## src/pkg/asp_regs.svh

```systemverilog
// register indices, field positions, reset values and timing counts
`ifndef ASP_REGS_SVH
`define ASP_REGS_SVH
`define ASP_IDX_ASYNC_MODE 16'hFF70
`define ASP_IDX_RX_ERR     16'hFF71
`define ASP_IDX_SYNC_MODE  16'hFF72
`define ASP_IDX_BAUD_DIV   16'hFF73
`define ASP_IDX_TX_DATA    16'hFF74
`define ASP_IDX_RX_DATA    16'hFF75
`define ASP_IDX_STATUS     16'hFF76
`define ASP_RST_BYTE       8'h00
`define ASP_AM_MASK        8'hFC
`define ASP_SM_MASK        8'h86
`define ASP_BD_MASK        8'hF0
`define ASP_AM_TX_EN       7
`define ASP_AM_RX_EN       6
`define ASP_AM_CHAR8       3
`define ASP_AM_STOP2       2
`define ASP_SM_3W_EN       7
`define ASP_SM_LSB         2
`define ASP_SM_INT_CLK     1
`define ASP_ERR_PARITY     2
`define ASP_ERR_FRAMING    1
`define ASP_ERR_OVERRUN    0
`define ASP_PAR_NONE       2'h0
`define ASP_PAR_ZERO       2'h1
`define ASP_PAR_ODD        2'h2
`define ASP_PAR_EVEN       2'h3
`define ASP_PS_EXT         4'h8
`define ASP_TICK_LAST      4'hF
`define ASP_TICK_MID       4'h7
`define ASP_BIT_LAST7      3'h6
`define ASP_BIT_LAST8      3'h7
`endif

```

## src/pkg/asp_pkg.sv

```systemverilog
// types shared by the serial port design
package asp_pkg;
  typedef struct packed {
    logic        psel;
    logic        penable;
    logic        pwrite;
    logic [31:0] paddr;
    logic [31:0] pwdata;
  } asp_apb_req_t;
  typedef struct packed {
    logic [31:0] prdata;
    logic        pready;
    logic        pslverr;
  } asp_apb_rsp_t;
  typedef struct packed {
    logic rxd;
    logic sck;
  } asp_pins_in_t;
  typedef struct packed {
    logic txd;
    logic txd_oe;
    logic sck;
    logic sck_oe;
  } asp_pins_out_t;
  typedef struct packed {
    logic enable;
    logic int_clk;
    logic lsb_first;
    logic stopped;
  } asp_csi_ctrl_t;
  typedef enum logic [4:0] {
    ASP_IDLE  = 5'b0_0001,
    ASP_START = 5'b0_0010,
    ASP_DATA  = 5'b0_0100,
    ASP_PAR   = 5'b0_1000,
    ASP_STOP  = 5'b1_0000
  } asp_fsm_t;
  typedef struct packed {
    logic [7:0] div;
    logic       ext_prev;
    logic       tick;
  } asp_bg_state_t;
  typedef struct packed {
    logic [7:0]  async_mode;
    logic [7:0]  sync_mode;
    logic [7:0]  baud_div;
    logic [2:0]  rx_err;
    logic [7:0]  rx_data;
    logic        rx_full;
    logic [31:0] rdata;
    asp_fsm_t    tx_st;
    logic [7:0]  tx_sh;
    logic [3:0]  tx_sub;
    logic [2:0]  tx_bit;
    logic        tx_par;
    logic        tx_stops;
    logic        txd;
    asp_fsm_t    rx_st;
    logic [7:0]  rx_sh;
    logic [3:0]  rx_sub;
    logic [2:0]  rx_bit;
    logic        rx_par;
    logic        sck;
  } asp_state_t;
endpackage

```

## src/logic/asp_baud_gen.sv

```systemverilog
// baud tick generator: prescaled main clock or external baud pin
`timescale 1ns/1ps
`include "asp_regs.svh"
module asp_baud_gen (
  input  wire logic       core_clk,
  input  wire logic       rst_n,
  input  wire logic       run,
  input  wire logic [3:0] ps_code,
  input  wire logic       ext_clk,
  output logic            tick
);
  import asp_pkg::*;
  asp_bg_state_t st_ff;
  asp_bg_state_t nxt_st;
  logic [8:0]    mask9;

  always_comb begin
    nxt_st          = st_ff;
    nxt_st.tick     = 1'b0;
    nxt_st.ext_prev = ext_clk;
    mask9 = (9'h001 << ({1'b0, ps_code[2:0]} + 4'h1)) - 9'h001;
    if (!run) begin
      nxt_st.div = 8'h00;
    end else if (ps_code == `ASP_PS_EXT) begin
      // one tick per external rising edge, sixteen ticks per bit
      nxt_st.tick = ext_clk & ~st_ff.ext_prev;
    end else if (ps_code < `ASP_PS_EXT) begin
      // tick every 2^(n+1) clocks, sixteen ticks make one bit
      nxt_st.div  = st_ff.div + 8'h01;
      nxt_st.tick = ((st_ff.div & mask9[7:0]) == mask9[7:0]);
    end
  end

  always_ff @(posedge core_clk or negedge rst_n) begin
    if (!rst_n) begin
      st_ff <= '0;
    end else begin
      st_ff <= nxt_st;
    end
  end

  assign tick = st_ff.tick;

  idle_no_tick_a: assert property (@(posedge core_clk) disable iff (!rst_n)
    (!run || (ps_code > `ASP_PS_EXT)) |=> !tick)
    else $error("baud tick while stopped or prohibited code");
  div_period_a: assert property (@(posedge core_clk) disable iff (!rst_n)
    // dropping run clears the divider, so the period holds only while it stays up
    (run && ps_code == 4'h1 && tick) ##1 (run && ps_code == 4'h1)[*3] |=> tick)
    else $error("prescale period of four clocks not kept");
endmodule // asp_baud_gen

```

## src/logic/asp_serial.sv

```systemverilog
// serial port: mode registers, baud selection and uart framing over apb
//
// Decided for this implementation: the APB interface to the registers.
`timescale 1ns/1ps
`include "asp_regs.svh"
module asp_serial (
  input  wire logic          CORE_CLK,
  input  wire logic          RESETN,
  input  asp_pkg::asp_apb_req_t  APB_REQ,
  output asp_pkg::asp_apb_rsp_t  APB_RSP,
  input  asp_pkg::asp_pins_in_t  PINS_IN,
  output asp_pkg::asp_pins_out_t PINS_OUT,
  output asp_pkg::asp_csi_ctrl_t CSI_CTRL
);
  import asp_pkg::*;
  logic       rst_meta_ff;
  logic       rst_n_ff;
  asp_state_t st_ff;
  asp_state_t nxt_st;
  logic       tick;
  logic       uart_on;
  logic       tx_on;
  logic       rx_on;
  logic       csi_on;
  logic       stopped;
  logic       bg_run;
  logic       addr_ok;
  logic [15:0] idx;
  logic       hit;
  logic       acc;
  logic       wr;
  logic       rd;
  logic [7:0] rmux;
  logic [1:0] par_mode;
  logic       char8;
  logic [7:0] tx_load;
  logic [7:0] rx_word;
  logic [2:0] last_bit;

  // reset released through two flops, asserted at once
  always_ff @(posedge CORE_CLK or negedge RESETN) begin
    if (!RESETN) begin
      rst_meta_ff <= 1'b0;
      rst_n_ff    <= 1'b0;
    end else begin
      rst_meta_ff <= 1'b1;
      rst_n_ff    <= rst_meta_ff;
    end
  end

  // mode decode; uart wins if software sets both kinds of enable
  assign tx_on   = st_ff.async_mode[`ASP_AM_TX_EN];
  assign rx_on   = st_ff.async_mode[`ASP_AM_RX_EN];
  assign uart_on = tx_on | rx_on;
  assign csi_on  = st_ff.sync_mode[`ASP_SM_3W_EN] & ~uart_on;
  assign stopped = ~uart_on & ~csi_on;
  assign bg_run  = uart_on | (csi_on & st_ff.sync_mode[`ASP_SM_INT_CLK]);
  assign par_mode = st_ff.async_mode[5:4];
  assign char8    = st_ff.async_mode[`ASP_AM_CHAR8];
  assign last_bit = char8 ? `ASP_BIT_LAST8 : `ASP_BIT_LAST7;

  asp_baud_gen u_baud (
    .core_clk (CORE_CLK),
    .rst_n    (rst_n_ff),
    .run      (bg_run),
    .ps_code  (st_ff.baud_div[7:4]),
    .ext_clk  (PINS_IN.sck),
    .tick     (tick)
  );

  // register index sits in paddr[17:2]; anything above must be zero
  assign idx     = APB_REQ.paddr[17:2];
  assign addr_ok = (APB_REQ.paddr[31:18] == 14'h0000) && (APB_REQ.paddr[1:0] == 2'h0);
  assign hit = addr_ok && (idx >= `ASP_IDX_ASYNC_MODE) && (idx <= `ASP_IDX_STATUS);
  assign acc = APB_REQ.psel & APB_REQ.penable;
  assign wr  = acc & APB_REQ.pwrite & hit;
  assign rd  = acc & ~APB_REQ.pwrite & hit;

  // seven-bit characters drop bit 7 before sending
  assign tx_load = char8 ? APB_REQ.pwdata[7:0] : {1'b0, APB_REQ.pwdata[6:0]};
  // seven-bit frames land in the upper bits of the shifter
  assign rx_word = char8 ? st_ff.rx_sh : {1'b0, st_ff.rx_sh[7:1]};

  always_comb begin
    case (idx)
      `ASP_IDX_ASYNC_MODE: rmux = st_ff.async_mode;
      `ASP_IDX_RX_ERR:     rmux = {5'h00, st_ff.rx_err};
      `ASP_IDX_SYNC_MODE:  rmux = st_ff.sync_mode;
      `ASP_IDX_BAUD_DIV:   rmux = st_ff.baud_div;
      `ASP_IDX_RX_DATA:    rmux = st_ff.rx_data;
      `ASP_IDX_STATUS:     rmux = {4'h0, csi_on, stopped, st_ff.rx_full,
                                   st_ff.tx_st != ASP_IDLE};
      default:             rmux = 8'h00;
    endcase
  end

  always_comb begin
    nxt_st = st_ff;
    // read data is captured in the setup phase so prdata comes from a flop
    if (APB_REQ.psel && !APB_REQ.penable) begin
      nxt_st.rdata = {24'h00_0000, hit ? rmux : 8'h00};
    end
    // reserved bits are forced to zero on write
    if (wr && idx == `ASP_IDX_ASYNC_MODE) begin
      nxt_st.async_mode = APB_REQ.pwdata[7:0] & `ASP_AM_MASK;
    end
    if (wr && idx == `ASP_IDX_SYNC_MODE) begin
      nxt_st.sync_mode = APB_REQ.pwdata[7:0] & `ASP_SM_MASK;
    end
    if (wr && idx == `ASP_IDX_BAUD_DIV) begin
      nxt_st.baud_div = APB_REQ.pwdata[7:0] & `ASP_BD_MASK;
    end
    // clear-on-read first; hardware events below override it
    if (rd && idx == `ASP_IDX_RX_ERR) begin
      nxt_st.rx_err = 3'h0;
    end
    if (rd && idx == `ASP_IDX_RX_DATA) begin
      nxt_st.rx_full = 1'b0;
    end

    // transmitter; a write while busy is dropped
    if (!tx_on) begin
      nxt_st.tx_st = ASP_IDLE;
      nxt_st.txd   = 1'b1;
    end else begin
      case (st_ff.tx_st)
        ASP_IDLE: begin
          nxt_st.txd = 1'b1;
          if (wr && idx == `ASP_IDX_TX_DATA) begin
            nxt_st.tx_st  = ASP_START;
            nxt_st.txd    = 1'b0;
            nxt_st.tx_sh  = tx_load;
            nxt_st.tx_sub = 4'h0;
            nxt_st.tx_bit = 3'h0;
            // zero parity code leaves the bit low
            nxt_st.tx_par = (par_mode == `ASP_PAR_ODD)  ? ~^tx_load :
                            (par_mode == `ASP_PAR_EVEN) ?  ^tx_load : 1'b0;
          end
        end
        ASP_START, ASP_DATA, ASP_PAR, ASP_STOP: begin
          if (tick) begin
            nxt_st.tx_sub = st_ff.tx_sub + 4'h1;
          end
          if (tick && st_ff.tx_sub == `ASP_TICK_LAST) begin
            case (st_ff.tx_st)
              ASP_START: begin
                nxt_st.tx_st = ASP_DATA;
                nxt_st.txd   = st_ff.tx_sh[0];
                nxt_st.tx_sh = {1'b0, st_ff.tx_sh[7:1]};
              end
              ASP_DATA: begin
                if (st_ff.tx_bit != last_bit) begin
                  nxt_st.tx_bit = st_ff.tx_bit + 3'h1;
                  nxt_st.txd    = st_ff.tx_sh[0];
                  nxt_st.tx_sh  = {1'b0, st_ff.tx_sh[7:1]};
                end else if (par_mode == `ASP_PAR_NONE) begin
                  nxt_st.tx_st    = ASP_STOP;
                  nxt_st.txd      = 1'b1;
                  nxt_st.tx_stops = st_ff.async_mode[`ASP_AM_STOP2];
                end else begin
                  nxt_st.tx_st = ASP_PAR;
                  nxt_st.txd   = st_ff.tx_par;
                end
              end
              ASP_PAR: begin
                nxt_st.tx_st    = ASP_STOP;
                nxt_st.txd      = 1'b1;
                nxt_st.tx_stops = st_ff.async_mode[`ASP_AM_STOP2];
              end
              default: begin
                // second stop bit when two were asked
                if (st_ff.tx_stops) begin
                  nxt_st.tx_stops = 1'b0;
                end else begin
                  nxt_st.tx_st = ASP_IDLE;
                end
              end
            endcase
          end
        end
        default: begin
          nxt_st.tx_st = ASP_IDLE;
          nxt_st.txd   = 1'b1;
        end
      endcase
    end

    // receiver; sixteen ticks per bit, start checked at tick 8
    if (!rx_on) begin
      nxt_st.rx_st = ASP_IDLE;
    end else begin
      case (st_ff.rx_st)
        ASP_IDLE: begin
          if (!PINS_IN.rxd) begin
            nxt_st.rx_st  = ASP_START;
            nxt_st.rx_sub = 4'h0;
          end
        end
        ASP_START: begin
          if (tick) begin
            nxt_st.rx_sub = st_ff.rx_sub + 4'h1;
            // a glitch shorter than half a bit is not a start
            if (st_ff.rx_sub == `ASP_TICK_MID) begin
              nxt_st.rx_st  = PINS_IN.rxd ? ASP_IDLE : ASP_DATA;
              nxt_st.rx_sub = 4'h0;
              nxt_st.rx_bit = 3'h0;
            end
          end
        end
        ASP_DATA, ASP_PAR, ASP_STOP: begin
          if (tick) begin
            nxt_st.rx_sub = st_ff.rx_sub + 4'h1;
          end
          if (tick && st_ff.rx_sub == `ASP_TICK_LAST) begin
            case (st_ff.rx_st)
              ASP_DATA: begin
                nxt_st.rx_sh  = {PINS_IN.rxd, st_ff.rx_sh[7:1]};
                nxt_st.rx_bit = st_ff.rx_bit + 3'h1;
                if (st_ff.rx_bit == last_bit) begin
                  nxt_st.rx_st = (par_mode == `ASP_PAR_NONE) ? ASP_STOP : ASP_PAR;
                end
              end
              ASP_PAR: begin
                nxt_st.rx_par = PINS_IN.rxd;
                nxt_st.rx_st  = ASP_STOP;
              end
              default: begin
                // only the first stop bit is looked at
                nxt_st.rx_st   = ASP_IDLE;
                nxt_st.rx_data = rx_word;
                nxt_st.rx_full = 1'b1;
                if (st_ff.rx_full) begin
                  nxt_st.rx_err[`ASP_ERR_OVERRUN] = 1'b1;
                end
                if (!PINS_IN.rxd) begin
                  nxt_st.rx_err[`ASP_ERR_FRAMING] = 1'b1;
                end
                // zero-parity mode never
                if ((par_mode == `ASP_PAR_ODD && !(^rx_word ^ st_ff.rx_par)) ||
                    (par_mode == `ASP_PAR_EVEN && (^rx_word ^ st_ff.rx_par))) begin
                  nxt_st.rx_err[`ASP_ERR_PARITY] = 1'b1;
                end
              end
            endcase
          end
        end
        default: nxt_st.rx_st = ASP_IDLE;
      endcase
    end

    // three-wire internal shift clock toggles on each baud tick
    if (csi_on && st_ff.sync_mode[`ASP_SM_INT_CLK]) begin
      if (tick) begin
        nxt_st.sck = ~st_ff.sck;
      end
    end else begin
      nxt_st.sck = 1'b1;
    end
  end

  always_ff @(posedge CORE_CLK or negedge rst_n_ff) begin
    if (!rst_n_ff) begin
      st_ff            <= '0;
      st_ff.async_mode <= `ASP_RST_BYTE;
      st_ff.sync_mode  <= `ASP_RST_BYTE;
      st_ff.baud_div   <= `ASP_RST_BYTE;
      st_ff.tx_st      <= ASP_IDLE;
      st_ff.rx_st      <= ASP_IDLE;
      st_ff.txd        <= 1'b1;
      st_ff.sck        <= 1'b1;
    end else begin
      st_ff <= nxt_st;
    end
  end

  // zero-wait slave; unmapped or misaligned addresses get pslverr
  assign APB_RSP.prdata  = st_ff.rdata;
  assign APB_RSP.pready  = 1'b1;
  assign APB_RSP.pslverr = acc & ~hit;

  // stopped mode releases every pin to the port logic
  assign PINS_OUT.txd    = st_ff.txd;
  assign PINS_OUT.txd_oe = tx_on;
  assign PINS_OUT.sck    = st_ff.sck;
  assign PINS_OUT.sck_oe = csi_on & st_ff.sync_mode[`ASP_SM_INT_CLK];

  // shift engine outside reads these
  assign CSI_CTRL.enable    = csi_on;
  assign CSI_CTRL.int_clk   = st_ff.sync_mode[`ASP_SM_INT_CLK];
  assign CSI_CTRL.lsb_first = st_ff.sync_mode[`ASP_SM_LSB];
  assign CSI_CTRL.stopped   = stopped;

  reset_modes_a: assert property (@(posedge CORE_CLK)
    $rose(rst_n_ff) |-> (st_ff.async_mode == 8'h00) && (st_ff.sync_mode == 8'h00))
    else $error("mode registers not cleared by reset");
  stopped_pins_a: assert property (@(posedge CORE_CLK) disable iff (!rst_n_ff)
    stopped |-> !PINS_OUT.txd_oe && !PINS_OUT.sck_oe && !CSI_CTRL.enable)
    else $error("pin driven in stopped mode");
  start_low_a: assert property (@(posedge CORE_CLK) disable iff (!rst_n_ff)
    (st_ff.tx_st == ASP_START) |-> !st_ff.txd)
    else $error("start bit not low");
  zero_parity_a: assert property (@(posedge CORE_CLK) disable iff (!rst_n_ff)
    (st_ff.tx_st == ASP_PAR && par_mode == `ASP_PAR_ZERO) |-> !st_ff.txd)
    else $error("zero parity bit sent high");
  rx_char7_a: assert property (@(posedge CORE_CLK) disable iff (!rst_n_ff)
    ($rose(st_ff.rx_full) && !char8 && $stable(char8)) |-> !st_ff.rx_data[7])
    else $error("seven-bit receive bit 7 not zero");
  framing_flag_a: assert property (@(posedge CORE_CLK) disable iff (!rst_n_ff)
    (rx_on && st_ff.rx_st == ASP_STOP && tick && st_ff.rx_sub == `ASP_TICK_LAST
     && !PINS_IN.rxd) |=> st_ff.rx_err[`ASP_ERR_FRAMING] && st_ff.rx_full)
    else $error("missing stop bit not flagged");
  stop_two_a: assert property (@(posedge CORE_CLK) disable iff (!rst_n_ff)
    (tx_on && st_ff.tx_st == ASP_STOP && st_ff.tx_stops && tick
     && st_ff.tx_sub == `ASP_TICK_LAST) |=> (st_ff.tx_st == ASP_STOP) && st_ff.txd)
    else $error("second stop bit dropped");
  int_sck_a: assert property (@(posedge CORE_CLK) disable iff (!rst_n_ff)
    (csi_on && st_ff.sync_mode[`ASP_SM_INT_CLK] && tick && $stable(st_ff.sync_mode))
    |=> st_ff.sck != $past(st_ff.sck))
    else $error("internal shift clock did not toggle");
endmodule // asp_serial

```

## config.mk

```make
export PLATFORM = sky130hd
export DESIGN_NAME = asp_serial
export DESIGN_NICKNAME = d
export VERILOG_FILES = /design/src/pkg/asp_pkg.sv /design/src/logic/asp_baud_gen.sv /design/src/logic/asp_serial.sv
export VERILOG_INCLUDE_DIRS = /design/src /design/src/pkg
export SDC_FILE = /design/constraint.sdc
export NUM_CORES = 1
export LEC_CHECK = 0
export CORE_ASPECT_RATIO = 1.1
export CORE_UTILIZATION = 37
export CTS_BUF_LIST = sky130_fd_sc_hd__clkbuf_4 sky130_fd_sc_hd__clkbuf_8
export DETAILED_ROUTE_END_ITERATION = 10
export DONT_BUFFER_PORTS = 1
export HOLD_SLACK_MARGIN = 0.12
export MAX_ROUTING_LAYER = met4
export PLACE_DENSITY_LB_ADDON = 0.1
export SLEW_MARGIN = 20
export SYNTH_ARGS = -nofsm -noshare
export SYNTH_HDL_FRONTEND = slang
export SYNTH_SLANG_ARGS = --single-unit
export TNS_END_PERCENT = 10
```

## constraint.sdc

```tcl
create_clock -name CORE_CLK -period 3.1 [get_ports CORE_CLK]
set_clock_uncertainty 0.2 [all_clocks]
set_input_delay 0.465 -clock CORE_CLK [delete_from_list [all_inputs] [get_ports CORE_CLK]]
set_output_delay 0.465 -clock CORE_CLK [all_outputs]
set_load 0.01 [all_outputs]
```

==> summary.txt, run 1 <==
Synthesis
  • Main synth FF type: dfrtp_1
  • Gate Count Post-Synth: 596
  • Cell Area, Synth: 0.00559 mm²
  • Area contributors post-synth: dfrtp_1 (38%), mux2_2 (6.0%), buf_4 (5.4%)
  • Register area share after synthesis: 0.404
  • EDFF count, synth: 0
  • Asr flop ratio synth: 1.00
  • Synth cell types: 69
  • Area share of the largest cell type after synthesis: 0.385
  • Syn. warnings: 0
  • Mean Syn Cell Area: 9.38 µm²
  • #FFs+latches synth: 90
  • Area leader, netlist: dfrtp_1

Floorplan
  • Die area: 0.0156 mm²
  • Die Wd: 119 µm
  • Core area: 0.0146 mm²
  • Starting Density: 0.384
  • DIE HEIGHT: 131 µm
  • Row count: 46
  • Ports: 113

Clock tree
  • Clock root cell: clkbuf_8
  • Post CTS Setup Buffer Count: 0
  • Htree depth: 3
  • CTS buffer count: 9
  • Clk slew on worst S/H paths: 100 ps
  • Clock sinks: 90
  • CTS Buffer Depth: 2
  • Clk Latency, worst-skew pair: 380 ps
  • CTS tree: yes

Cells and area
  • Final design utilization: 0.405
  • P&R area growth vs syn: 5.53%
  • Diode count: 0
  • Commonest cells after routing, fill and taps aside: dfrtp_1 (85), nand2_1 (63), o21ai_0 (48), nor2_1 (42), mux2_2 (30)
  • Multi-input combinational cell area: 0.00296 mm²
  • Commonest non-fill, non-tap cell in the layout: dfrtp_1
  • Filler cells: 1447
  • Sequential Area: 0.00226 mm²
  • Fin nets: 666
  • Share of cells above drive strength 1: 0.137

Critical path
  • Worst path required time: 3210 ps
  • Crit Path Max Fanout: 11
  • Cells on worst reg2reg path: 9
  • Critical path launch point type: flop
  • Crit path kind: reg2reg
  • Setup crit end kind: flop
  • Worst EP arrival: 2760 ps

STA
  • Endpoints failing setup: 0
  • Final Max Tran Viols: 0
  • Final setup TNS: 0 ps
  • Count of final hold-check violations: 0
  • Unrepaired setup endpoints after global routing: false
  • Least-Margin Pin Slew: 734 ps
  • Min Tclk post-route: 2650 ps
  • Max frequency: 378 MHz
  • Relative slew slack: 0.510
  • Final period utilization: 0.854

Route
  • Met3 WL post-DR: 847 µm
  • M1 wire length: 6040 µm
  • Max Used Layer: met4
  • DRT antenna net count: 0
  • Met2 WL: 6200 µm
  • Drt wl/cell: 16.9 µm
  • DRC: 0
  • Vias per cell: 5.32
  • DR iter-0 viols: 234
  • Total number of vias: 4172
  • First-pass DRT Iterations: 5
  • Detailed Route WL: 13200 µm

Flow run
  • Max cap viols: 0

Pwr
  • Pleak: 2.49 nW
  • Design Power: 0.00209 W
  • P per Cell Area: 355 mW/mm²
  • Maximum VDD drop: 0.000180 V

Global routing
  • First-pass GRT wire length: 21200 µm
  • Grt ovf: 0
  • Total global-route track usage: 0.183
  • Vias in the first global route: 3908
  • Initial antenna violation count: 0
  • Largest net degree at the start of global routing: 37

Placement
  • Port Buffers: 0
  • GP Congestion: 0.829
  • Post-DP HPWL: 9880 µm

Status
  • Status: finished clean

Worst hold path
  • Worst Hold Class: reg2async
## synthesized netlist by cell type, drive strengths merged (4+ instances only)
cell,count
nand3,22
nor2,42
and3,7
a21oi,14
mux2i,16
nor3,18
dfrtp,86
o21ai,48
o211ai,6
nand2,63
a221oi,6
xnor2,21
dfstp,4
inv,10
mux2,30
a22o,9
nand2b,17
a222oi,4
or2,4
nand4,10
buf,50
clkbuf,18
nor2b,5
or3,4
xor2,9
nand4b,5
nor4,8
ha,8
## where the power goes
part           internal (W)   total, W  switching, W  leakage (nW)
logic             0.0000346  0.0000914     0.0000567          1.20
clock network      0.000317   0.000815      0.000498        0.0966
registers           0.00118    0.00119     0.0000111          1.20
total               0.00153    0.00209      0.000566          2.49
## layer usage
metal  up-vias  GRT usage
li1       2050          -
met1      2028      0.235
met2        82      0.282
met3        12     0.0486
met4         0     0.0581
met5         -          -
## area by class of cell
class                      instances  share of cell area
inverter                          10             0.00636
multi-input combinational        452               0.502
timing repair buffer              24              0.0352
sequential                        90               0.383
clock inverter                     7              0.0115
tap                              192              0.0407
clock buffer                       9              0.0210
## sequential cells by signal, summed over array words and instances, names as in the netlist, 2 cells and up
register / cells
st_ff: 61
u_baud.st_ff: 9
APB_RSP: 8
PINS_OUT: 3
CSI_CTRL: 2
par_mode: 2
## worst max-delay path: stages, from the launching register on
cell and delay [ps]:
dfrtp_1 520, and2_1 230, ha_1 390, nand2_1 80, ha_1 240, a22o_1 190, a22oi_1 170, a221oi_1 110
a211o_1 290, a21oi_1 150
## kinds of logic (layout without fill, tap and decap cells)
family,after synthesis,in the layout,share of synthesized area
AOI/OAI and AO/OA,118,118,0.148
xor gates and xnor gates,30,30,0.0470
adders and majority gates,8,8,0.0179
buffers and inverters,78,50,0.0826
DFF,90,90,0.404
muxes,46,46,0.0891
other,2,26,0.00134
and+or+nand+nor,224,224,0.210
## worst paths after layout
| kind | slack, ps | endpoint | start |
|---|---|---|---|
| max | 450 | u_baud.tick$_DFF_PN0_ | st_ff[94]$_DFFE_PN0P_ |
| min | 100 | st_ff[81]$_DFFE_PN0P_ | rst_n_ff$_DFF_PN0_ |
| max reg2reg | 450 | u_baud.tick$_DFF_PN0_ | st_ff[94]$_DFFE_PN0P_ |
| min reg2reg | 100 | st_ff[81]$_DFFE_PN0P_ | rst_n_ff$_DFF_PN0_ |
| max in group asynchronous | 1910 | st_ff[33]$_DFFE_PN0P_ | rst_n_ff$_DFF_PN0_ |
| min in group CORE_CLK | 150 | st_ff[36]$_DFFE_PN0P_ | APB_REQ[4] |
## what timing repair did
item / 4_1_cts / 5_1_grt
resized for setup: 0 / 0
hold endpoints to repair: 25 / 0
hold buffers: 11 / 0
## stage by stage
stage / setup slack, ps / hold WS [ps] / cell area (µm²) / std cells
after global routing: 241 / 141 / 5900 / 784
after global placement: 392 / -30.5 / 5600 / 757
after CTS: 449 / 126 / 5900 / 784
after floorplan: 215 / -30.6 / 5680 / 620
final: 451 / 98.7 / 5900 / 784
after detailed placement: 381 / -30.5 / 5600 / 757
Note: power is estimated with default switching activity, not from simulation.
==> run 2: changes to the inputs <==
Settings changed: SLEW_MARGIN 20 to default.
Clock period 3.1 ns to 2.65 ns, I/O delays scaled along.
==> run 2 against run 1 <==
Die area unchanged; highest routed layer unchanged; final cell count up 3.3%; sequential share of layout area down 1.6 points; critical path depth down 4.
==> summary.txt, run 2 (same netlist as run 1, synthesis figures left out) <==
Status
  • Status: finished clean (unchanged)

Global routing
  • Vias in the first global route: 4310 (was 3908)
  • Met2 Resource Use GR: 0.305 (was 0.282)
  • Grt peak-use layer: met2 (unchanged)
  • Met3 Use GR: 0.0404 (was 0.0486)
  • Total global-route track usage: 0.191 (was 0.183)
  • First-pass GRT wire length: 22200 µm (was 21200 µm)
  • Grt ovf: 0 (unchanged)
  • Met1 Track Usage GR: 0.237 (was 0.235)
  • Initial antenna violation count: 0 (unchanged)
  • Largest net degree at the start of global routing: 59 (was 37)

STA
  • Final period utilization: 0.940 (was 0.854)
  • Max frequency: 402 MHz (was 378 MHz)
  • Least-Margin Pin Slew: 790 ps (was 734 ps)
  • Endpoints failing setup: 0 (unchanged)
  • Unrepaired setup endpoints after global routing: false (unchanged)
  • Minimum hold slack: 136 ps (was 98.7 ps)
  • Count of final hold-check violations: 0 (unchanged)
  • Min Tclk post-route: 2490 ps (was 2650 ps)
  • Relative slew slack: 0.474 (was 0.510)
  • Final Max Tran Viols: 0 (unchanged)
  • Final setup TNS: 0 ps (unchanged)

Pwr
  • Design Power: 0.00250 W (was 0.00209 W)
  • Pleak: 2.62 nW (was 2.49 nW)
  • Maximum VDD drop: 0.000197 V (was 0.000180 V)
  • P per Cell Area: 406 mW/mm² (was 355 mW/mm²)

Clock tree
  • Clock root cell: clkbuf_8 (unchanged)
  • CTS tree: yes (unchanged)
  • Post CTS Setup Buffer Count: 0 (unchanged)
  • CTS Buffer Depth: 2 (unchanged)
  • Clock sinks: 90 (unchanged)
  • CTS buffer count: 9 (unchanged)
  • Clk slew on worst S/H paths: 110 ps (was 100 ps)
  • Clk Latency, worst-skew pair: 390 ps (was 380 ps)
  • Htree depth: 3 (unchanged)

Route
  • DR iter-0 viols: 229 (was 234)
  • Total number of vias: 4386 (was 4172)
  • DRT antenna net count: 0 (unchanged)
  • DRC: 0 (unchanged)
  • First-pass DRT Iterations: 6 (was 5)
  • Drt wl/cell: 17.3 µm (was 16.9 µm)
  • Vias per cell: 5.41 (was 5.32)
  • Detailed Route WL: 14000 µm (was 13200 µm)

Critical path
  • Slowest stage delay, CP: 500 ps (was 520 ps)
  • Critical path launch point type: flop (unchanged)
  • Worst-path cell chain: or3_1 > a221o_1 > and3_1 > a22o_1 > mux2_2 (was and2_1 > ha_1 > nand2_1 > ha_1 > a22o_1 > a22oi_1 > a221oi_1 > a211o_1 > a21oi_1)
  • Worst path required time: 2720 ps (was 3210 ps)
  • Worst EP arrival: 2560 ps (was 2760 ps)
  • Setup crit end kind: flop (unchanged)
  • Crit path max-delay cell type: dfrtp_1 (unchanged)
  • Crit path kind: reg2reg (unchanged)
  • Crit Path Max Fanout: 10 (was 11)

Floorplan
  • DIE HEIGHT: 131 µm (unchanged)
  • Starting Density: 0.384 (unchanged)
  • Core area: 0.0146 mm² (unchanged)
  • Die Wd: 119 µm (unchanged)
  • Die area: 0.0156 mm² (unchanged)
  • Row count: 46 (unchanged)
  • Ports: 113 (unchanged)

Flow run
  • Max cap viols: 0 (unchanged)

Cells and area
  • Fin cells: 810 (was 784)
  • P&R area growth vs syn: 10.1% (was 5.53%)
  • Max FFs per register: 61 (unchanged)
  • Share of cells above drive strength 1: 0.167 (was 0.137)
  • Diode count: 0 (unchanged)
  • Filler cells: 1445 (was 1447)
  • Final design utilization: 0.423 (was 0.405)
  • Commonest non-fill, non-tap cell in the layout: dfrtp_1 (unchanged)
  • Biggest register: st_ff (unchanged)
  • Fin nets: 692 (was 666)
  • Commonest cells after routing, fill and taps aside: dfrtp_1 (85), nand2_1 (63), o21ai_0 (48), nor2_1 (42), buf_4 (31) (was dfrtp_1 (85), nand2_1 (63), o21ai_0 (48), nor2_1 (42), mux2_2 (30))

Placement
  • Post-DP HPWL: 10300 µm (was 9880 µm)
  • GP Congestion: 0.799 (was 0.829)
  • Port Buffers: 0 (unchanged)
  • Placed cell count: 776 (was 757)

Worst hold path
  • Worst Hold Class: in2reg (was reg2async)
-- run 2: cell type report --
type                            count  area (µm²)  share of cell area
Clock inverter                      7        78.8              0.0128
Inverter                           10        37.5             0.00610
Tap cell                          192         240              0.0390
Multi-Input combinational cell    452        2960               0.481
Clock buffer                        9         124              0.0201
Timing Repair Buffer               50         453              0.0736
Sequential cell                    90        2260               0.367
-- run 2: worst paths after layout --
kind | startpoint | end | slack (ps) | cells after the start
worst min register to register | rst_n_ff$_DFF_PN0_ | st_ff[84]$_DFFE_PN0P_ | 160 | 1
worst max-delay path | st_ff[41]$_DFFE_PN0P_ | st_ff[32]$_DFFE_PN0P_ | 160 | 5
worst min-delay path | APB_REQ[64] | CSI_CTRL[1]$_DFFE_PN0P_ | 140 | 2
worst max register to register | st_ff[41]$_DFFE_PN0P_ | st_ff[32]$_DFFE_PN0P_ | 160 | 5
max in group asynchronous | rst_n_ff$_DFF_PN0_ | st_ff[33]$_DFFE_PN0P_ | 1310 | 1
min in group asynchronous | rst_n_ff$_DFF_PN0_ | st_ff[84]$_DFFE_PN0P_ | 160 | 1
-- run 2: layer usage --
layer | part of all wire | vias to the layer above | wire length (µm)
met5 | 0 | - | 0
met4 | 0.018 | 0 | 253
met3 | 0.044 | 20 | 617
met2 | 0.47 | 85 | 6580
met1 | 0.47 | 2163 | 6590
li1 | - | 2118 | -
-- run 2: what timing repair did --
item,CTS,global route
resized for setup,0,2
hold buffers,18,0
endpoints found under the setup margin,0,8
hold endpoints to repair,57,0
-- run 2: through the flow --
step	setup WS, ps	instance area (µm²)
after detailed placement	71.0	5750
final	159	6160
after floorplan	199	5680
after CTS	75.2	6160
after global placement	93.3	5750
after global routing	6.60	6160
-- run 2: power breakdown --
part / total [W] / internal, W / leakage (nW) / switching (W)
Clock: 0.000987 / 0.000380 / 0.104 / 0.000607
Sequential: 0.00138 / 0.00138 / 1.20 / 0.00000382
Combinational: 0.000134 / 0.0000522 / 1.32 / 0.0000819
Total: 0.00250 / 0.00181 / 2.62 / 0.000693
-- run 2: worst max-delay path, delay by kind of cell, from the launching register on --
| family | cells | cell delay, ps |
|---|---|---|
| muxes | 1 | 250 |
| and+or+nand+nor | 2 | 790 |
| AOI/OAI and AO/OA | 2 | 640 |
| DFF | 1 | 500 |
==> run 3: changes to the inputs <==
Settings changed: HOLD_SLACK_MARGIN 0.12 to 0.15, SKIP_CTS_REPAIR_TIMING from default to 1.
==> run 3 against run 2 <==
Wire length decreased by 1.1%; sequential cell count is the same; final cell count unchanged; largest power group unchanged; global-route usage shrank 0.62 points.
==> summary.txt, run 3 (same netlist as run 1, synthesis figures left out) <==
Critical path
  • Slowest stage delay, CP: 500 ps (about the same)
  • Critical path launch point type: flop (unchanged)
  • RR Startpoint: st_ff[41]$_DFFE_PN0P_ (unchanged)
  • Crit Path Max Fanout: 10 (unchanged)
  • Reg-to-reg slack, setup: 170 ps (was 160 ps)
  • Worst EP arrival: 2550 ps (was 2560 ps)
  • Worst path required time: 2720 ps (about the same)
  • Top delay family on crit path: simple AND/OR/NAND/NOR gates (unchanged)
  • Setup crit end kind: flop (unchanged)
  • Crit path kind: reg2reg (unchanged)
  • Worst-path cell chain: or3_1 > a221o_1 > and3_1 > a22o_1 > mux2_2 (unchanged)
  • Cells on worst reg2reg path: 5 (unchanged)
  • Crit path max-delay cell type: dfrtp_1 (unchanged)
  • Buf+Inv Stages, Crit Path: 0 (unchanged)
  • Reg2reg end: st_ff[32]$_DFFE_PN0P_ (unchanged)

Route
  • First-pass DRT Iterations: 5 (was 6)
  • Vias per cell: 5.41 (about the same)
  • Met3 WL post-DR: 663 µm (was 617 µm)
  • DR iter-0 viols: 251 (was 229)
  • Drt wl/cell: 17.2 µm (was 17.3 µm)
  • Detailed Route WL: 13900 µm (was 14000 µm)
  • DRT antenna net count: 0 (unchanged)
  • Met2 WL: 6530 µm (was 6580 µm)
  • Max Used Layer: met4 (unchanged)
  • Total number of vias: 4384 (was 4386)
  • DRC: 0 (unchanged)
  • M1 wire length: 6480 µm (was 6590 µm)

Cells and area
  • P&R area growth vs syn: 9.96% (was 10.1%)
  • Filler cells: 1446 (was 1445)
  • Max FFs per register: 61 (unchanged)
  • Biggest register: st_ff (unchanged)
  • Fin area: 0.00615 mm² (was 0.00616 mm²)
  • Share of cells above drive strength 1: 0.165 (was 0.167)
  • Commonest cells after routing, fill and taps aside: dfrtp_1 (85), nand2_1 (63), o21ai_0 (48), nor2_1 (42), buf_4 (31) (unchanged)
  • Commonest non-fill, non-tap cell in the layout: dfrtp_1 (unchanged)
  • Diode count: 0 (unchanged)
  • Fin nets: 692 (unchanged)

STA
  • Endpoints failing setup: 0 (unchanged)
  • Count of final hold-check violations: 0 (unchanged)
  • Final period utilization: 0.936 (was 0.940)
  • Relative slew slack: 0.481 (was 0.474)
  • Min Tclk post-route: 2480 ps (was 2490 ps)
  • Unrepaired setup endpoints after global routing: false (unchanged)
  • Final setup TNS: 0 ps (unchanged)
  • Least-Margin Pin Slew: 779 ps (was 790 ps)
  • Max frequency: 403 MHz (was 402 MHz)
  • Final Max Tran Viols: 0 (unchanged)

Global routing
  • Vias in the first global route: 4262 (was 4310)
  • Total global-route track usage: 0.185 (was 0.191)
  • Initial antenna violation count: 0 (unchanged)
  • Largest net degree at the start of global routing: 59 (unchanged)
  • Grt ovf: 0 (unchanged)
  • First-pass GRT wire length: 21600 µm (was 22200 µm)

Clock tree
  • Htree depth: 3 (unchanged)
  • CTS buffer count: 9 (unchanged)
  • CTS Buffer Depth: 2 (unchanged)
  • CTS tree: yes (unchanged)
  • Clk Latency, worst-skew pair: 390 ps (about the same)
  • Clock sinks: 90 (unchanged)
  • Clk slew on worst S/H paths: 110 ps (about the same)
  • Clock root cell: clkbuf_8 (unchanged)

Worst hold path
  • Worst Hold Class: reg2async (was in2reg)

Floorplan
  • Die Wd: 119 µm (unchanged)
  • Die area: 0.0156 mm² (unchanged)
  • Row count: 46 (unchanged)
  • DIE HEIGHT: 131 µm (unchanged)
  • Starting Density: 0.384 (unchanged)
  • Ports: 113 (unchanged)
  • Core area: 0.0146 mm² (unchanged)

Pwr
  • Design Power: 0.00249 W (was 0.00250 W)
  • P per Cell Area: 406 mW/mm² (about the same)
  • Maximum VDD drop: 0.000198 V (was 0.000197 V)
  • Pleak: 2.62 nW (about the same)

Placement
  • Port Buffers: 0 (unchanged)
  • Post-DP Area: 0.00575 mm² (unchanged)
  • Post-DP HPWL: 10300 µm (unchanged)
  • GP Congestion: 0.799 (unchanged)

Flow run
  • Max cap viols: 0 (unchanged)

Status
  • Status: finished clean (unchanged)
## run 3: changes by cell type in the layout (fill, tap and decap cells not counted)
cell / previous run / this run
buf_12: 3 / 2
dlygate4sd3_1: 16 / 17
## run 3: worst max path at each step
stage	startpoint	endpoint	slack, ps	depth (start not counted)
after floorplan	st_ff[93]$_DFFE_PN0P_	u_baud.tick$_DFF_PN0_	200	10
after global placement	APB_REQ[43]	char8$_DFFE_PN0P_	90	5
after detailed placement	APB_REQ[43]	par_mode[0]$_DFFE_PN0P_	70	5
after CTS	st_ff[28]$_DFFE_PN0P_	st_ff[35]$_DFFE_PN0P_	80	6
after global routing	st_ff[28]$_DFFE_PN0P_	st_ff[38]$_DFFE_PN0P_	7	6
final	st_ff[41]$_DFFE_PN0P_	st_ff[32]$_DFFE_PN0P_	170	5
## run 3: per-stage QoR
| stage | setup slack (ps) | cells | util | hold slack (ps) |
|---|---|---|---|---|
| after floorplan | 199 | 620 | - | -98.1 |
| after global placement | 93.3 | 776 | 0.395 | -98.0 |
| after detailed placement | 71.0 | 776 | 0.395 | -98.0 |
| after CTS | 75.2 | 792 | 0.409 | -540 |
| after global routing | 6.60 | 810 | 0.422 | 163 |
| final | 170 | 810 | 0.422 | 116 |
## run 3: worst reg2reg max path, stage by stage, from the launching register on
cell and delay [ps]:
dfrtp_1 500, or3_1 470, a221o_1 420, and3_1 320, a22o_1 220, mux2_2 250
## run 3: layout make-up
type | count | area [µm²] | area share
clock buffer | 9 | 124 | 0.0202
multi-input combinational | 452 | 2960 | 0.482
inverter | 10 | 37.5 | 0.00611
timing repair buffer | 50 | 443 | 0.0721
sequential | 90 | 2260 | 0.368
clock inverter | 7 | 78.8 | 0.0128
tap | 192 | 240 | 0.0391
## run 3: where the power goes
part           internal (W)  switching [W]
clock              0.000380       0.000603
sequential          0.00138     0.00000311
combinational     0.0000494      0.0000809
## run 3: metal layers
layer  vias up  global-route usage
li1       2112                   -
met1      2158               0.222
met2        97               0.299
met3        17              0.0451
met4         0              0.0782
met5         -                   -
